[src/include/wake_pkg.sv]
// Shared constants and carrier types for the standby wake block.
// Assumes a 50 MHz system clock and a 32768 Hz subclock pin.
`default_nettype none
package wake_pkg;
  // Register byte offsets
  localparam logic [7:0] OFF_TIMER_CTRL = 8'h00;
  localparam logic [7:0] OFF_TIMER_PERIOD = 8'h04;
  localparam logic [7:0] OFF_TIMER_COUNT = 8'h08;
  localparam logic [7:0] OFF_ADC_CTRL = 8'h0C;
  localparam logic [7:0] OFF_ADC_SCAN = 8'h10;
  localparam logic [7:0] OFF_ADC_LOWER = 8'h14;
  localparam logic [7:0] OFF_ADC_UPPER = 8'h18;
  localparam logic [7:0] OFF_ADC_RESULT = 8'h1C;
  localparam logic [7:0] OFF_ADC_STATUS = 8'h20;
  localparam logic [7:0] OFF_IRQ_STATUS = 8'h24;
  localparam logic [7:0] OFF_IRQ_MASK = 8'h28;

  // Interrupt status bit positions
  localparam int IRQ_TIMER = 0;
  localparam int IRQ_MATCH = 1;
  localparam int IRQ_DONE = 2;
  localparam int IRQ_MISS = 3;
  localparam int IRQ_W = 4;

  // Timing
  localparam int CLOCK_HZ = 50000000;
  localparam int SUBCLK_HZ = 32768;
  localparam int TIMER_PERIOD_S = 5;
  localparam logic [31:0] TIMER_PERIOD_RESET =
    32'(TIMER_PERIOD_S * SUBCLK_HZ);
  localparam logic [7:0] CONV_CYCLES = 8'h10;

  // Reset values
  localparam logic [3:0] SCAN_CHANNEL_RESET = 4'h1;
  localparam logic [11:0] LOWER_RESET = 12'h800;
  localparam logic [11:0] UPPER_RESET = 12'hFFF;
  localparam logic [11:0] TEST_RESULT = 12'hFFF;

  typedef enum logic [1:0] {
    PM_NORMAL = 2'b00,
    PM_STANDBY = 2'b01,
    PM_SNOOZE = 2'b10
  } power_mode_t;

  // Timer control word, bit 0 upward: enable, source, division exponent
  typedef struct packed {
    logic [3:0] divExp;
    logic srcSystem;
    logic enable;
  } timer_cfg_t;

  // Converter operation word, bit 0 upward
  typedef struct packed {
    logic trigSoftOnly;
    logic [1:0] clkDiv;
    logic [1:0] vref;
    logic repeatMode;
    logic hwMode;
    logic snoozeEnable;
    logic compEnable;
  } adc_cfg_t;

  // Converter scan word, bit 0 upward
  typedef struct packed {
    logic testMode;
    logic extSource;
    logic [3:0] channel;
  } scan_cfg_t;
endpackage
`default_nettype wire

[src/logic/standby_wake_ctrl.sv]
// Standby wake controller: APB registers, power-mode sequencer,
// interval timer and window converter.
// Assumes a single 50 MHz clock; the subclock arrives as a pin.
//
// Operation
// - Timer counts through standby, interrupting at each 5 second period.
// - Timer period end is the converter's hardware trigger.
// - Timer counts subclock through a division ratio and a period count.
// - Disabling stops counting; re-enabling restarts the count from zero.
// - Timer event in standby enters snooze (snoozeEnable, hwMode, compEnable set), else normal; one conversion runs unless trigSoftOnly is set.
// - Result within 2048..4095 raises match and returns to normal mode.
// - Result outside the window returns to standby until next period.
// - Enabling the voltage comparator starts a scan in trigger-free mode.
// - Status shows a scan in progress or idle.
// - Each result is 12 bits, read as a 16-bit word.
// - Scan and operation settings pick channel, source, test, mode, more.
//
// Design decisions made here: the register offsets and register access over APB.
`default_nettype none
module standby_wake_ctrl #(
  parameter logic [31:0] PERIOD_RESET = wake_pkg::TIMER_PERIOD_RESET
) (
  // Clock and reset
  input wire logic clock,
  input wire logic rst_n,
  // APB slave
  input wire logic psel,
  input wire logic penable,
  input wire logic pwrite,
  input wire logic [7:0] paddr,
  input wire logic [31:0] pwdata,
  output logic [31:0] prdata,
  output logic pready,
  output logic pslverr,
  // Power control
  input wire logic sleepRequest,
  output wake_pkg::power_mode_t powerMode,
  // Subclock pin
  input wire logic subclockIn,
  // Analog front end
  input wire logic [11:0] sampleData,
  output logic sampleHold,
  output logic [3:0] frontChannel,
  output logic frontExternal,
  output logic [1:0] frontVref,
  // Interrupt
  output logic irq
);
  wake_pkg::timer_cfg_t timerCfg;
  logic [31:0] timerPeriod;
  wake_pkg::adc_cfg_t adcCfg;
  wake_pkg::scan_cfg_t scanCfg;
  logic [11:0] lowerBound;
  logic [11:0] upperBound;
  logic [3:0] irqStatus;
  logic [3:0] irqMask;
  logic [3:0] irqEvents;

  logic [31:0] timerCount;
  logic timerEvent;
  logic adcBusy;
  logic [11:0] adcResult;
  logic adcDone;
  logic adcMatch;
  logic adcMiss;
  logic adcTrigger;

  logic [2:0] subSync;
  logic subLevel;
  logic subclockTick;

  logic setupPhase;
  logic accessPhase;
  logic writeStrobe;
  logic readStrobe;
  logic mapped;
  logic [31:0] next_prdata;
  wake_pkg::power_mode_t next_powerMode;

  function automatic logic isMapped(input logic [7:0] addr);
    unique case (addr)
      wake_pkg::OFF_TIMER_CTRL,
      wake_pkg::OFF_TIMER_PERIOD,
      wake_pkg::OFF_TIMER_COUNT,
      wake_pkg::OFF_ADC_CTRL,
      wake_pkg::OFF_ADC_SCAN,
      wake_pkg::OFF_ADC_LOWER,
      wake_pkg::OFF_ADC_UPPER,
      wake_pkg::OFF_ADC_RESULT,
      wake_pkg::OFF_ADC_STATUS,
      wake_pkg::OFF_IRQ_STATUS,
      wake_pkg::OFF_IRQ_MASK: isMapped = 1'b1;
      default: isMapped = 1'b0;
    endcase
  endfunction

  // Subclock pin: three stages, an edge counts once stages two and three
  // agree, so a metastable first stage never reaches the counter.
  always_ff @(posedge clock or negedge rst_n) begin
    if (!rst_n) begin
      subSync <= 3'b000;
      subLevel <= 1'b0;
    end else begin
      subSync <= {subSync[1:0], subclockIn};
      if (subSync[2] == subSync[1]) begin
        subLevel <= subSync[2];
      end
    end
  end

  // One tick per settled rising edge; the subclock must stay well below
  // a quarter of the system clock or its edges merge.
  assign subclockTick = (subSync[2] == subSync[1]) && subSync[2] &&
    !subLevel;

  // APB decode; zero wait states, read data captured in the setup cycle
  assign setupPhase = psel && !penable;
  assign accessPhase = psel && penable;
  assign mapped = isMapped(paddr);
  assign writeStrobe = accessPhase && pwrite && mapped;
  assign readStrobe = accessPhase && !pwrite && mapped;
  assign pready = accessPhase;
  assign pslverr = accessPhase && !mapped;

  always_comb begin
    next_prdata = 32'h0000_0000;
    unique case (paddr)
      wake_pkg::OFF_TIMER_CTRL: next_prdata[5:0] = timerCfg;
      wake_pkg::OFF_TIMER_PERIOD: next_prdata = timerPeriod;
      wake_pkg::OFF_TIMER_COUNT: next_prdata = timerCount;
      wake_pkg::OFF_ADC_CTRL: next_prdata[8:0] = adcCfg;
      wake_pkg::OFF_ADC_SCAN: next_prdata[5:0] = scanCfg;
      wake_pkg::OFF_ADC_LOWER: next_prdata[11:0] = lowerBound;
      wake_pkg::OFF_ADC_UPPER: next_prdata[11:0] = upperBound;
      wake_pkg::OFF_ADC_RESULT: next_prdata[15:0] = {4'h0, adcResult};
      wake_pkg::OFF_ADC_STATUS: next_prdata[2:0] = {powerMode, adcBusy};
      wake_pkg::OFF_IRQ_STATUS: next_prdata[3:0] = irqStatus;
      wake_pkg::OFF_IRQ_MASK: next_prdata[3:0] = irqMask;
      default: next_prdata = 32'h0000_0000;
    endcase
  end

  // Registered at setup so the access cycle needs no wait state; a value
  // that changes in that one cycle is reported as it stood at setup.
  always_ff @(posedge clock or negedge rst_n) begin
    if (!rst_n) begin
      prdata <= 32'h0000_0000;
    end else if (setupPhase) begin
      prdata <= pwrite ? 32'h0000_0000 : next_prdata;
    end
  end

  // Timer registers
  always_ff @(posedge clock or negedge rst_n) begin
    if (!rst_n) begin
      timerCfg <= '0;
      timerPeriod <= PERIOD_RESET;
    end else if (writeStrobe) begin
      if (paddr == wake_pkg::OFF_TIMER_CTRL) begin
        timerCfg <= pwdata[5:0];
      end
      if (paddr == wake_pkg::OFF_TIMER_PERIOD) begin
        timerPeriod <= pwdata;
      end
    end
  end

  // Converter registers
  always_ff @(posedge clock or negedge rst_n) begin
    if (!rst_n) begin
      adcCfg <= '0;
      scanCfg <= '{testMode: 1'b0, extSource: 1'b0,
        channel: wake_pkg::SCAN_CHANNEL_RESET};
      lowerBound <= wake_pkg::LOWER_RESET;
      upperBound <= wake_pkg::UPPER_RESET;
    end else if (writeStrobe) begin
      unique case (paddr)
        wake_pkg::OFF_ADC_CTRL: adcCfg <= pwdata[8:0];
        wake_pkg::OFF_ADC_SCAN: scanCfg <= pwdata[5:0];
        wake_pkg::OFF_ADC_LOWER: lowerBound <= pwdata[11:0];
        wake_pkg::OFF_ADC_UPPER: upperBound <= pwdata[11:0];
        default: ;
      endcase
    end
  end

  // Interrupts: sticky, read clears only what the read reported, and a
  // fresh event wins over the clear so none is lost.
  always_comb begin
    irqEvents = '0;
    irqEvents[wake_pkg::IRQ_TIMER] = timerEvent;
    irqEvents[wake_pkg::IRQ_MATCH] = adcMatch;
    irqEvents[wake_pkg::IRQ_DONE] = adcDone;
    irqEvents[wake_pkg::IRQ_MISS] = adcMiss;
  end

  for (genvar b = 0; b < wake_pkg::IRQ_W; b++) begin : g_irq
    always_ff @(posedge clock or negedge rst_n) begin
      if (!rst_n) begin
        irqStatus[b] <= 1'b0;
      end else if (irqEvents[b]) begin
        irqStatus[b] <= 1'b1;
      end else if (readStrobe && paddr == wake_pkg::OFF_IRQ_STATUS &&
          prdata[b]) begin
        irqStatus[b] <= 1'b0;
      end
    end
  end

  always_ff @(posedge clock or negedge rst_n) begin
    if (!rst_n) begin
      irqMask <= 4'h0;
    end else if (writeStrobe && paddr == wake_pkg::OFF_IRQ_MASK) begin
      irqMask <= pwdata[3:0];
    end
  end

  always_ff @(posedge clock or negedge rst_n) begin
    if (!rst_n) begin
      irq <= 1'b0;
    end else begin
      irq <= |(irqStatus & irqMask);
    end
  end

  // Power sequencer. The snooze bit is left to software to clear after
  // waking; while it stays set a later standby still uses snooze.
  always_comb begin
    next_powerMode = powerMode;
    unique case (powerMode)
      wake_pkg::PM_NORMAL: begin
        if (sleepRequest) begin
          next_powerMode = wake_pkg::PM_STANDBY;
        end
      end
      wake_pkg::PM_STANDBY: begin
        if (timerEvent) begin
          if (adcCfg.snoozeEnable && adcCfg.hwMode && adcCfg.compEnable) begin
            next_powerMode = wake_pkg::PM_SNOOZE;
          end else begin
            next_powerMode = wake_pkg::PM_NORMAL;
          end
        end
      end
      wake_pkg::PM_SNOOZE: begin
        if (adcMatch) begin
          next_powerMode = wake_pkg::PM_NORMAL;
        end else if (adcMiss) begin
          next_powerMode = wake_pkg::PM_STANDBY;
        end
      end
      default: next_powerMode = wake_pkg::PM_NORMAL;
    endcase
  end

  always_ff @(posedge clock or negedge rst_n) begin
    if (!rst_n) begin
      powerMode <= wake_pkg::PM_NORMAL;
    end else begin
      powerMode <= next_powerMode;
    end
  end

  // In standby the trigger only reaches the converter with snooze armed
  assign adcTrigger = timerEvent &&
    (powerMode == wake_pkg::PM_NORMAL || adcCfg.snoozeEnable);

  interval_timer_32bit u_timer (
    .clock(clock),
    .rst_n(rst_n),
    .cfg(timerCfg),
    .period(timerPeriod),
    .subclockTick(subclockTick),
    .count(timerCount),
    .periodEnd(timerEvent)
  );

  window_adc u_adc (
    .clock(clock),
    .rst_n(rst_n),
    .cfg(adcCfg),
    .scan(scanCfg),
    .lower(lowerBound),
    .upper(upperBound),
    .hwTrigger(adcTrigger),
    .sampleData(sampleData),
    .sampleHold(sampleHold),
    .busy(adcBusy),
    .result(adcResult),
    .done(adcDone),
    .match(adcMatch),
    .miss(adcMiss)
  );

  // Front-end selects come straight from registers
  assign frontChannel = scanCfg.channel;
  assign frontExternal = scanCfg.extSource;
  assign frontVref = adcCfg.vref;
endmodule // standby_wake_ctrl
`default_nettype wire

[src/logic/interval_timer_32bit.sv]
// Interval timer channel: prescaler plus 32-bit period counter.
// Assumes subclockTick is a one-cycle pulse in the system clock domain.
`default_nettype none
module interval_timer_32bit (
  // Clock and reset
  input wire logic clock,
  input wire logic rst_n,
  // Setup
  input wire wake_pkg::timer_cfg_t cfg,
  input wire logic [31:0] period,
  input wire logic subclockTick,
  // Status
  output logic [31:0] count,
  output logic periodEnd
);
  logic [15:0] prescale;
  logic enableSeen;
  logic srcTick;
  logic divTick;
  logic [31:0] lastCount;

  assign srcTick = cfg.srcSystem ? 1'b1 : subclockTick;
  assign divTick = srcTick &&
    (prescale == 16'((17'h1 << cfg.divExp) - 17'h1));
  assign lastCount = (period == 32'h0) ? 32'h0 : period - 32'h1;

  always_ff @(posedge clock or negedge rst_n) begin
    if (!rst_n) begin
      enableSeen <= 1'b0;
    end else begin
      enableSeen <= cfg.enable;
    end
  end

  always_ff @(posedge clock or negedge rst_n) begin
    if (!rst_n) begin
      prescale <= 16'h0000;
      count <= 32'h0000_0000;
      periodEnd <= 1'b0;
    end else begin
      periodEnd <= 1'b0;
      if (!cfg.enable || !enableSeen) begin
        // Held at zero while off and on the first enabled cycle
        prescale <= 16'h0000;
        count <= 32'h0000_0000;
      end else if (srcTick) begin
        prescale <= divTick ? 16'h0000 : prescale + 16'h0001;
        if (divTick) begin
          if (count >= lastCount) begin
            count <= 32'h0000_0000;
            periodEnd <= 1'b1;
          end else begin
            count <= count + 32'h0000_0001;
          end
        end
      end
    end
  end
endmodule // interval_timer_32bit
`default_nettype wire

[src/logic/window_adc.sv]
// Converter sequencer with window compare on each 12-bit result.
// Assumes the analog front end presents sampleData on the system clock.
`default_nettype none
module window_adc (
  // Clock and reset
  input wire logic clock,
  input wire logic rst_n,
  // Setup
  input wire wake_pkg::adc_cfg_t cfg,
  input wire wake_pkg::scan_cfg_t scan,
  input wire logic [11:0] lower,
  input wire logic [11:0] upper,
  // Starts
  input wire logic hwTrigger,
  // Front end
  input wire logic [11:0] sampleData,
  output logic sampleHold,
  // Results
  output logic busy,
  output logic [11:0] result,
  output logic done,
  output logic match,
  output logic miss
);
  logic compSeen;
  logic swStart;
  logic start;
  logic [10:0] timer;
  logic [11:0] value;
  logic [10:0] convLength;

  // Software start in trigger-free mode, or repeat after each result
  assign swStart = !cfg.hwMode && cfg.compEnable &&
    (!compSeen || (cfg.repeatMode && done));
  assign start = !busy && (swStart ||
    (cfg.hwMode && cfg.compEnable && !cfg.trigSoftOnly && hwTrigger));
  assign convLength = 11'({3'h0, wake_pkg::CONV_CYCLES} << cfg.clkDiv);
  assign value = scan.testMode ? wake_pkg::TEST_RESULT : sampleData;
  assign sampleHold = busy;

  always_ff @(posedge clock or negedge rst_n) begin
    if (!rst_n) begin
      compSeen <= 1'b0;
    end else begin
      compSeen <= cfg.compEnable;
    end
  end

  always_ff @(posedge clock or negedge rst_n) begin
    if (!rst_n) begin
      busy <= 1'b0;
      timer <= 11'h000;
    end else if (start) begin
      busy <= 1'b1;
      timer <= convLength - 11'h001;
    end else if (busy) begin
      timer <= timer - 11'h001;
      busy <= (timer != 11'h000);
    end
  end

  always_ff @(posedge clock or negedge rst_n) begin
    if (!rst_n) begin
      result <= 12'h000;
      done <= 1'b0;
      match <= 1'b0;
      miss <= 1'b0;
    end else begin
      done <= 1'b0;
      match <= 1'b0;
      miss <= 1'b0;
      if (busy && timer == 11'h000) begin
        result <= value;
        done <= 1'b1;
        // Bounds count as inside
        if (value >= lower && value <= upper) begin
          match <= 1'b1;
        end else begin
          miss <= 1'b1;
        end
      end
    end
  end
endmodule // window_adc
`default_nettype wire

[config.mk]
export PLATFORM = sky130hd
export DESIGN_NAME = standby_wake_ctrl
export DESIGN_NICKNAME = d
export VERILOG_FILES = /design/src/include/wake_pkg.sv /design/src/logic/standby_wake_ctrl.sv /design/src/logic/interval_timer_32bit.sv /design/src/logic/window_adc.sv
export SDC_FILE = /design/constraint.sdc
export NUM_CORES = 1
export LEC_CHECK = 0
export BUFFER_PORTS_ARGS = -buffer_cell sky130_fd_sc_hd__buf_2
export CELL_PAD_IN_SITES_DETAIL_PLACEMENT = 2
export CELL_PAD_IN_SITES_GLOBAL_PLACEMENT = 2
export CORE_MARGIN = 4
export CORE_UTILIZATION = 31
export DETAILED_ROUTE_END_ITERATION = 12
export GPL_TIMING_DRIVEN = 0
export HOLD_SLACK_MARGIN = 0.03
export PLACE_DENSITY = 0.74
export SKIP_CTS_REPAIR_TIMING = 1
export SLEW_MARGIN = 10
export SYNTH_ARGS = -nofsm -noshare
export SYNTH_HDL_FRONTEND = slang
export SYNTH_SLANG_ARGS = --single-unit
export TNS_END_PERCENT = 30
[constraint.sdc]
create_clock -name clock -period 5.05 [get_ports clock]
set_input_delay 0.2525 -clock clock [delete_from_list [all_inputs] [get_ports clock]]
set_output_delay 0.2525 -clock clock [all_outputs]
set_load 0.02 [all_outputs]
==> results.ini <==
[status]
status = complete, no violations

[cells_and_area]
post-route-util_pct = 38.1
final_nets = 1591
layout.cells.non_filler = 2006
area_growth_pct = 20.7
diodes = 0
drive_gt1_share_pct = 21.4

[worst_setup_path]
crit_chain = or3_1 > or3_1 > or4_1 > nand3b_1 > clkbuf_4 > nand2_1 > ha_1 > a211o_1 > a31oi_1 > o31ai_1 > a211o_1 > a21oi_2 > nand2_1 > buf_2 > o41ai_2
slowest_stage = dfrtp_1
path_class = register to register
crit_fanout = 10
cpPeakStageDelay_ps = 450
startpoint_type = register
rr_endpoint = u_timer.count[9]$_DFFE_PN0P_
critPathArrivalTime_ps = 5310
r2r_slack_ps = 180
r2r-start = timerPeriod[23]$_DFFE_PN0P_
crit_required_ps = 5490
end_kind = register
rr_worst_depth = 15

[clock_tree]
cts_tree = done
path_clk_slew_ps = 60
cts_buffers = 26
clock_latency_ps = 570
cts_max_path_buffers = 3
root_buffer = clkbuf_16
clkSinkCount = 202
htree_levels = 1

[sta]
worstMarginPinSlew_ps = 1250
rsz0062_at_grt = no
setup_viol = 0
setup_ws_ps = 182
slew_headroom_pct = 16.2
skew_ps = 16.0
maxSlewViolCount = 0
finalCritPeriodShare_pct = 96.4
timing.fmax_mhz = 205
fin_hold_ws_ps = 35.6
finalCriticalPeriod_ps = 4870
hold_viol_final = 0

[route]
viasPerCell = 5.52
drc_errors = 0
wl_mm = 45.8
num_vias = 11100
wl_per_cell_um = 22.8
drt_first_iter_violations = 648
ant_nets = 0
drt_pass1_iterations = 5

[synth]
ys_types = 76
ys.flop_type = dfrtp_1
yosys.area.top_type_share_pct = 38.0
synth_area_leaders = dfrtp_1 (38%), mux2_2 (7.4%), ha_1 (6.4%), nand2_1 (5.5%), dfstp_2 (3.4%)
synth_async_sr_flop_share_pct = 100
ys_ff_latch = 202
yosys_warnings = 0
synth_area_mm2 = 0.0123
synth-edff-count = 0
syn_nets = 1428
yosysSeqAreaShare_pct = 41.4
avgSynthCellArea_um2 = 9.39
yosysTopAreaCell = dfrtp_1
syn_inst = 1306

[floorplan]
core.rowCount = 72
fp.dieArea_mm2 = 0.0428
start_util_pct = 31.6
io_pins = 104
die_w_um = 207
core_area_mm2 = 0.0388
die_y_um = 207

[grt]
grt_use_total_pct = 20.9
gr-total-overflow = 0
grt_pass1_vias = 12200
grt_max_degree = 102
antenna_found_initial = 0
grt_pass1_wl_mm = 70.5

[power_and_ir_drop]
p_per_area_mw_per_mm2 = 283
leakagePower_nw = 6.63
vdd_ir_drop_max_mv = 0.227

[placement]
place.gp.congestion = 0.832
io_buffers = 101
dp.cells = 1927
dpl_worst_slack_ps = -1350
hpwl_mm = 33.1

[hold_path]
holdPathEnd = u_adc.result[0]$_DFFE_PN0P_
hold_depth = 3
min-delay-path-class = primary input to register
hp-start = sampleData[0]

[run]
maxCapViolations = 0

metrics by stage:
step                      TNS [ps]  power, mW  instance area [um^2]
after floorplan                  0       1.96                 12300
after global placement      -30500       2.13                 13400
after detailed placement    -30420       2.15                 13500
after CTS                   -35240       4.20                 14400
after global routing             0       4.36                 14800
final                            0       4.18                 14800
cell usage in the layout, fill, tap and decap left out, drive strengths merged, types with 27 or more instances in the layout:
cell type	netlist	final
buf	30	137
nand4	28	28
a21o	27	27
inv	37	38
a22oi	45	45
o21ai	60	60
dlygate4sd3	0	29
ha	63	63
a21oi	38	38
nor2	82	82
nand2	179	179
nand3	48	48
mux2	81	81
dfrtp	186	186
clkbuf	50	81
nor3	38	38
layout make-up:
| class | instances | area, um^2 |
|---|---|---|
| fill | 4272 | 24000 |
| multi-input combinational | 987 | 6750 |
| sequential | 202 | 5070 |
| timing repair buffer | 135 | 883 |
| clock buffer | 32 | 723 |
| tap | 518 | 648 |
| buffer | 80 | 372 |
| clock inverter | 15 | 209 |
| inverter | 37 | 139 |
routing by layer:
| layer | up-vias | wire length (um) | track usage, % |
|---|---|---|---|
| met5 | - | 0 | 0 |
| met4 | 0 | 927 | 4.60 |
| met3 | 49 | 1410 | 2.67 |
| met2 | 162 | 23500 | 37.2 |
| met1 | 5782 | 20000 | 27.3 |
| li1 | 5087 | - | - |
flip-flops by register name, summed over array words and instances, names as in the netlist, 2 cells and up:
register          cells
u_timer.count        32
timerCfg              6
powerMode             2
prdata               32
lowerBound           12
irqStatus             4
timerPeriod          32
subSync               3
upperBound           12
u_timer.prescale     16
adcCfg                7
frontVref             2
u_adc.timer          11
frontChannel          4
u_adc.result         12
irqMask               4
kinds of logic after synthesis:
family                   Yosys count  share of synthesized area, %
flip-flops                       202                          41.4
AO/OA/AOI/OAI                    286                          16.4
AND/OR/NAND/NOR                  499                          20.0
XOR/XNOR                          52                          3.72
multiplexers                      87                          7.93
buffers and inverters            117                          4.04
adder cells (fa/ha/maj)           63                          6.43
worst max-delay path, delay by kind of cell, from the launching register on:
| family | cells | cell delay [ps] |
|---|---|---|
| compound gates | 6 | 1620 |
| fa+ha+maj | 1 | 250 |
| buf+inv | 2 | 570 |
| simple gates | 6 | 1850 |
| flops | 1 | 450 |
power breakdown:
part / leakage, nW / internal [mW] / switching (mW)
Sequential: 2.65 / 1.66 / 0.0438
Combinational: 3.52 / 0.162 / 0.292
Clock: 0.458 / 1.23 / 0.797
cell usage after synthesis (9+ instances only):
library cell and n:
a22oi_1 45, a221oi_1 13, nand2b_1 16, a21oi_1 37
or2_2 17, dfstp_2 16, nand3_1 48, xor2_1 26
a21o_1 27, o22ai_1 12, nand2_1 179, xnor2_1 26
nor4_1 18, and3_1 9, o211ai_1 12, buf_4 9
dfrtp_1 186, o21ai_0 59, clkbuf_1 50, nor2b_1 15
ha_1 63, buf_2 12, inv_1 36, nand4_1 27
mux2_2 81, nor3_1 37, nor2_1 82
worst max-delay path by stage:
stage / start / to / slack, ps / cells past startpoint
after floorplan: timerPeriod[23]$_DFFE_PN0P_ / u_timer.count[12]$_DFFE_PN0P_ / 910 / 16
after global placement: timerPeriod[3]$_DFFE_PN0P_ / u_timer.count[4]$_DFFE_PN0P_ / -1240 / 17
after detailed placement: timerPeriod[3]$_DFFE_PN0P_ / u_timer.count[20]$_DFFE_PN0P_ / -1350 / 17
after CTS: timerPeriod[3]$_DFFE_PN0P_ / u_timer.count[20]$_DFFE_PN0P_ / -1500 / 17
after global routing: timerPeriod[9]$_DFFE_PN0P_ / u_timer.count[9]$_DFFE_PN0P_ / 30 / 16
final: timerPeriod[23]$_DFFE_PN0P_ / u_timer.count[9]$_DFFE_PN0P_ / 180 / 15
(Power assumes the default switching activity.)
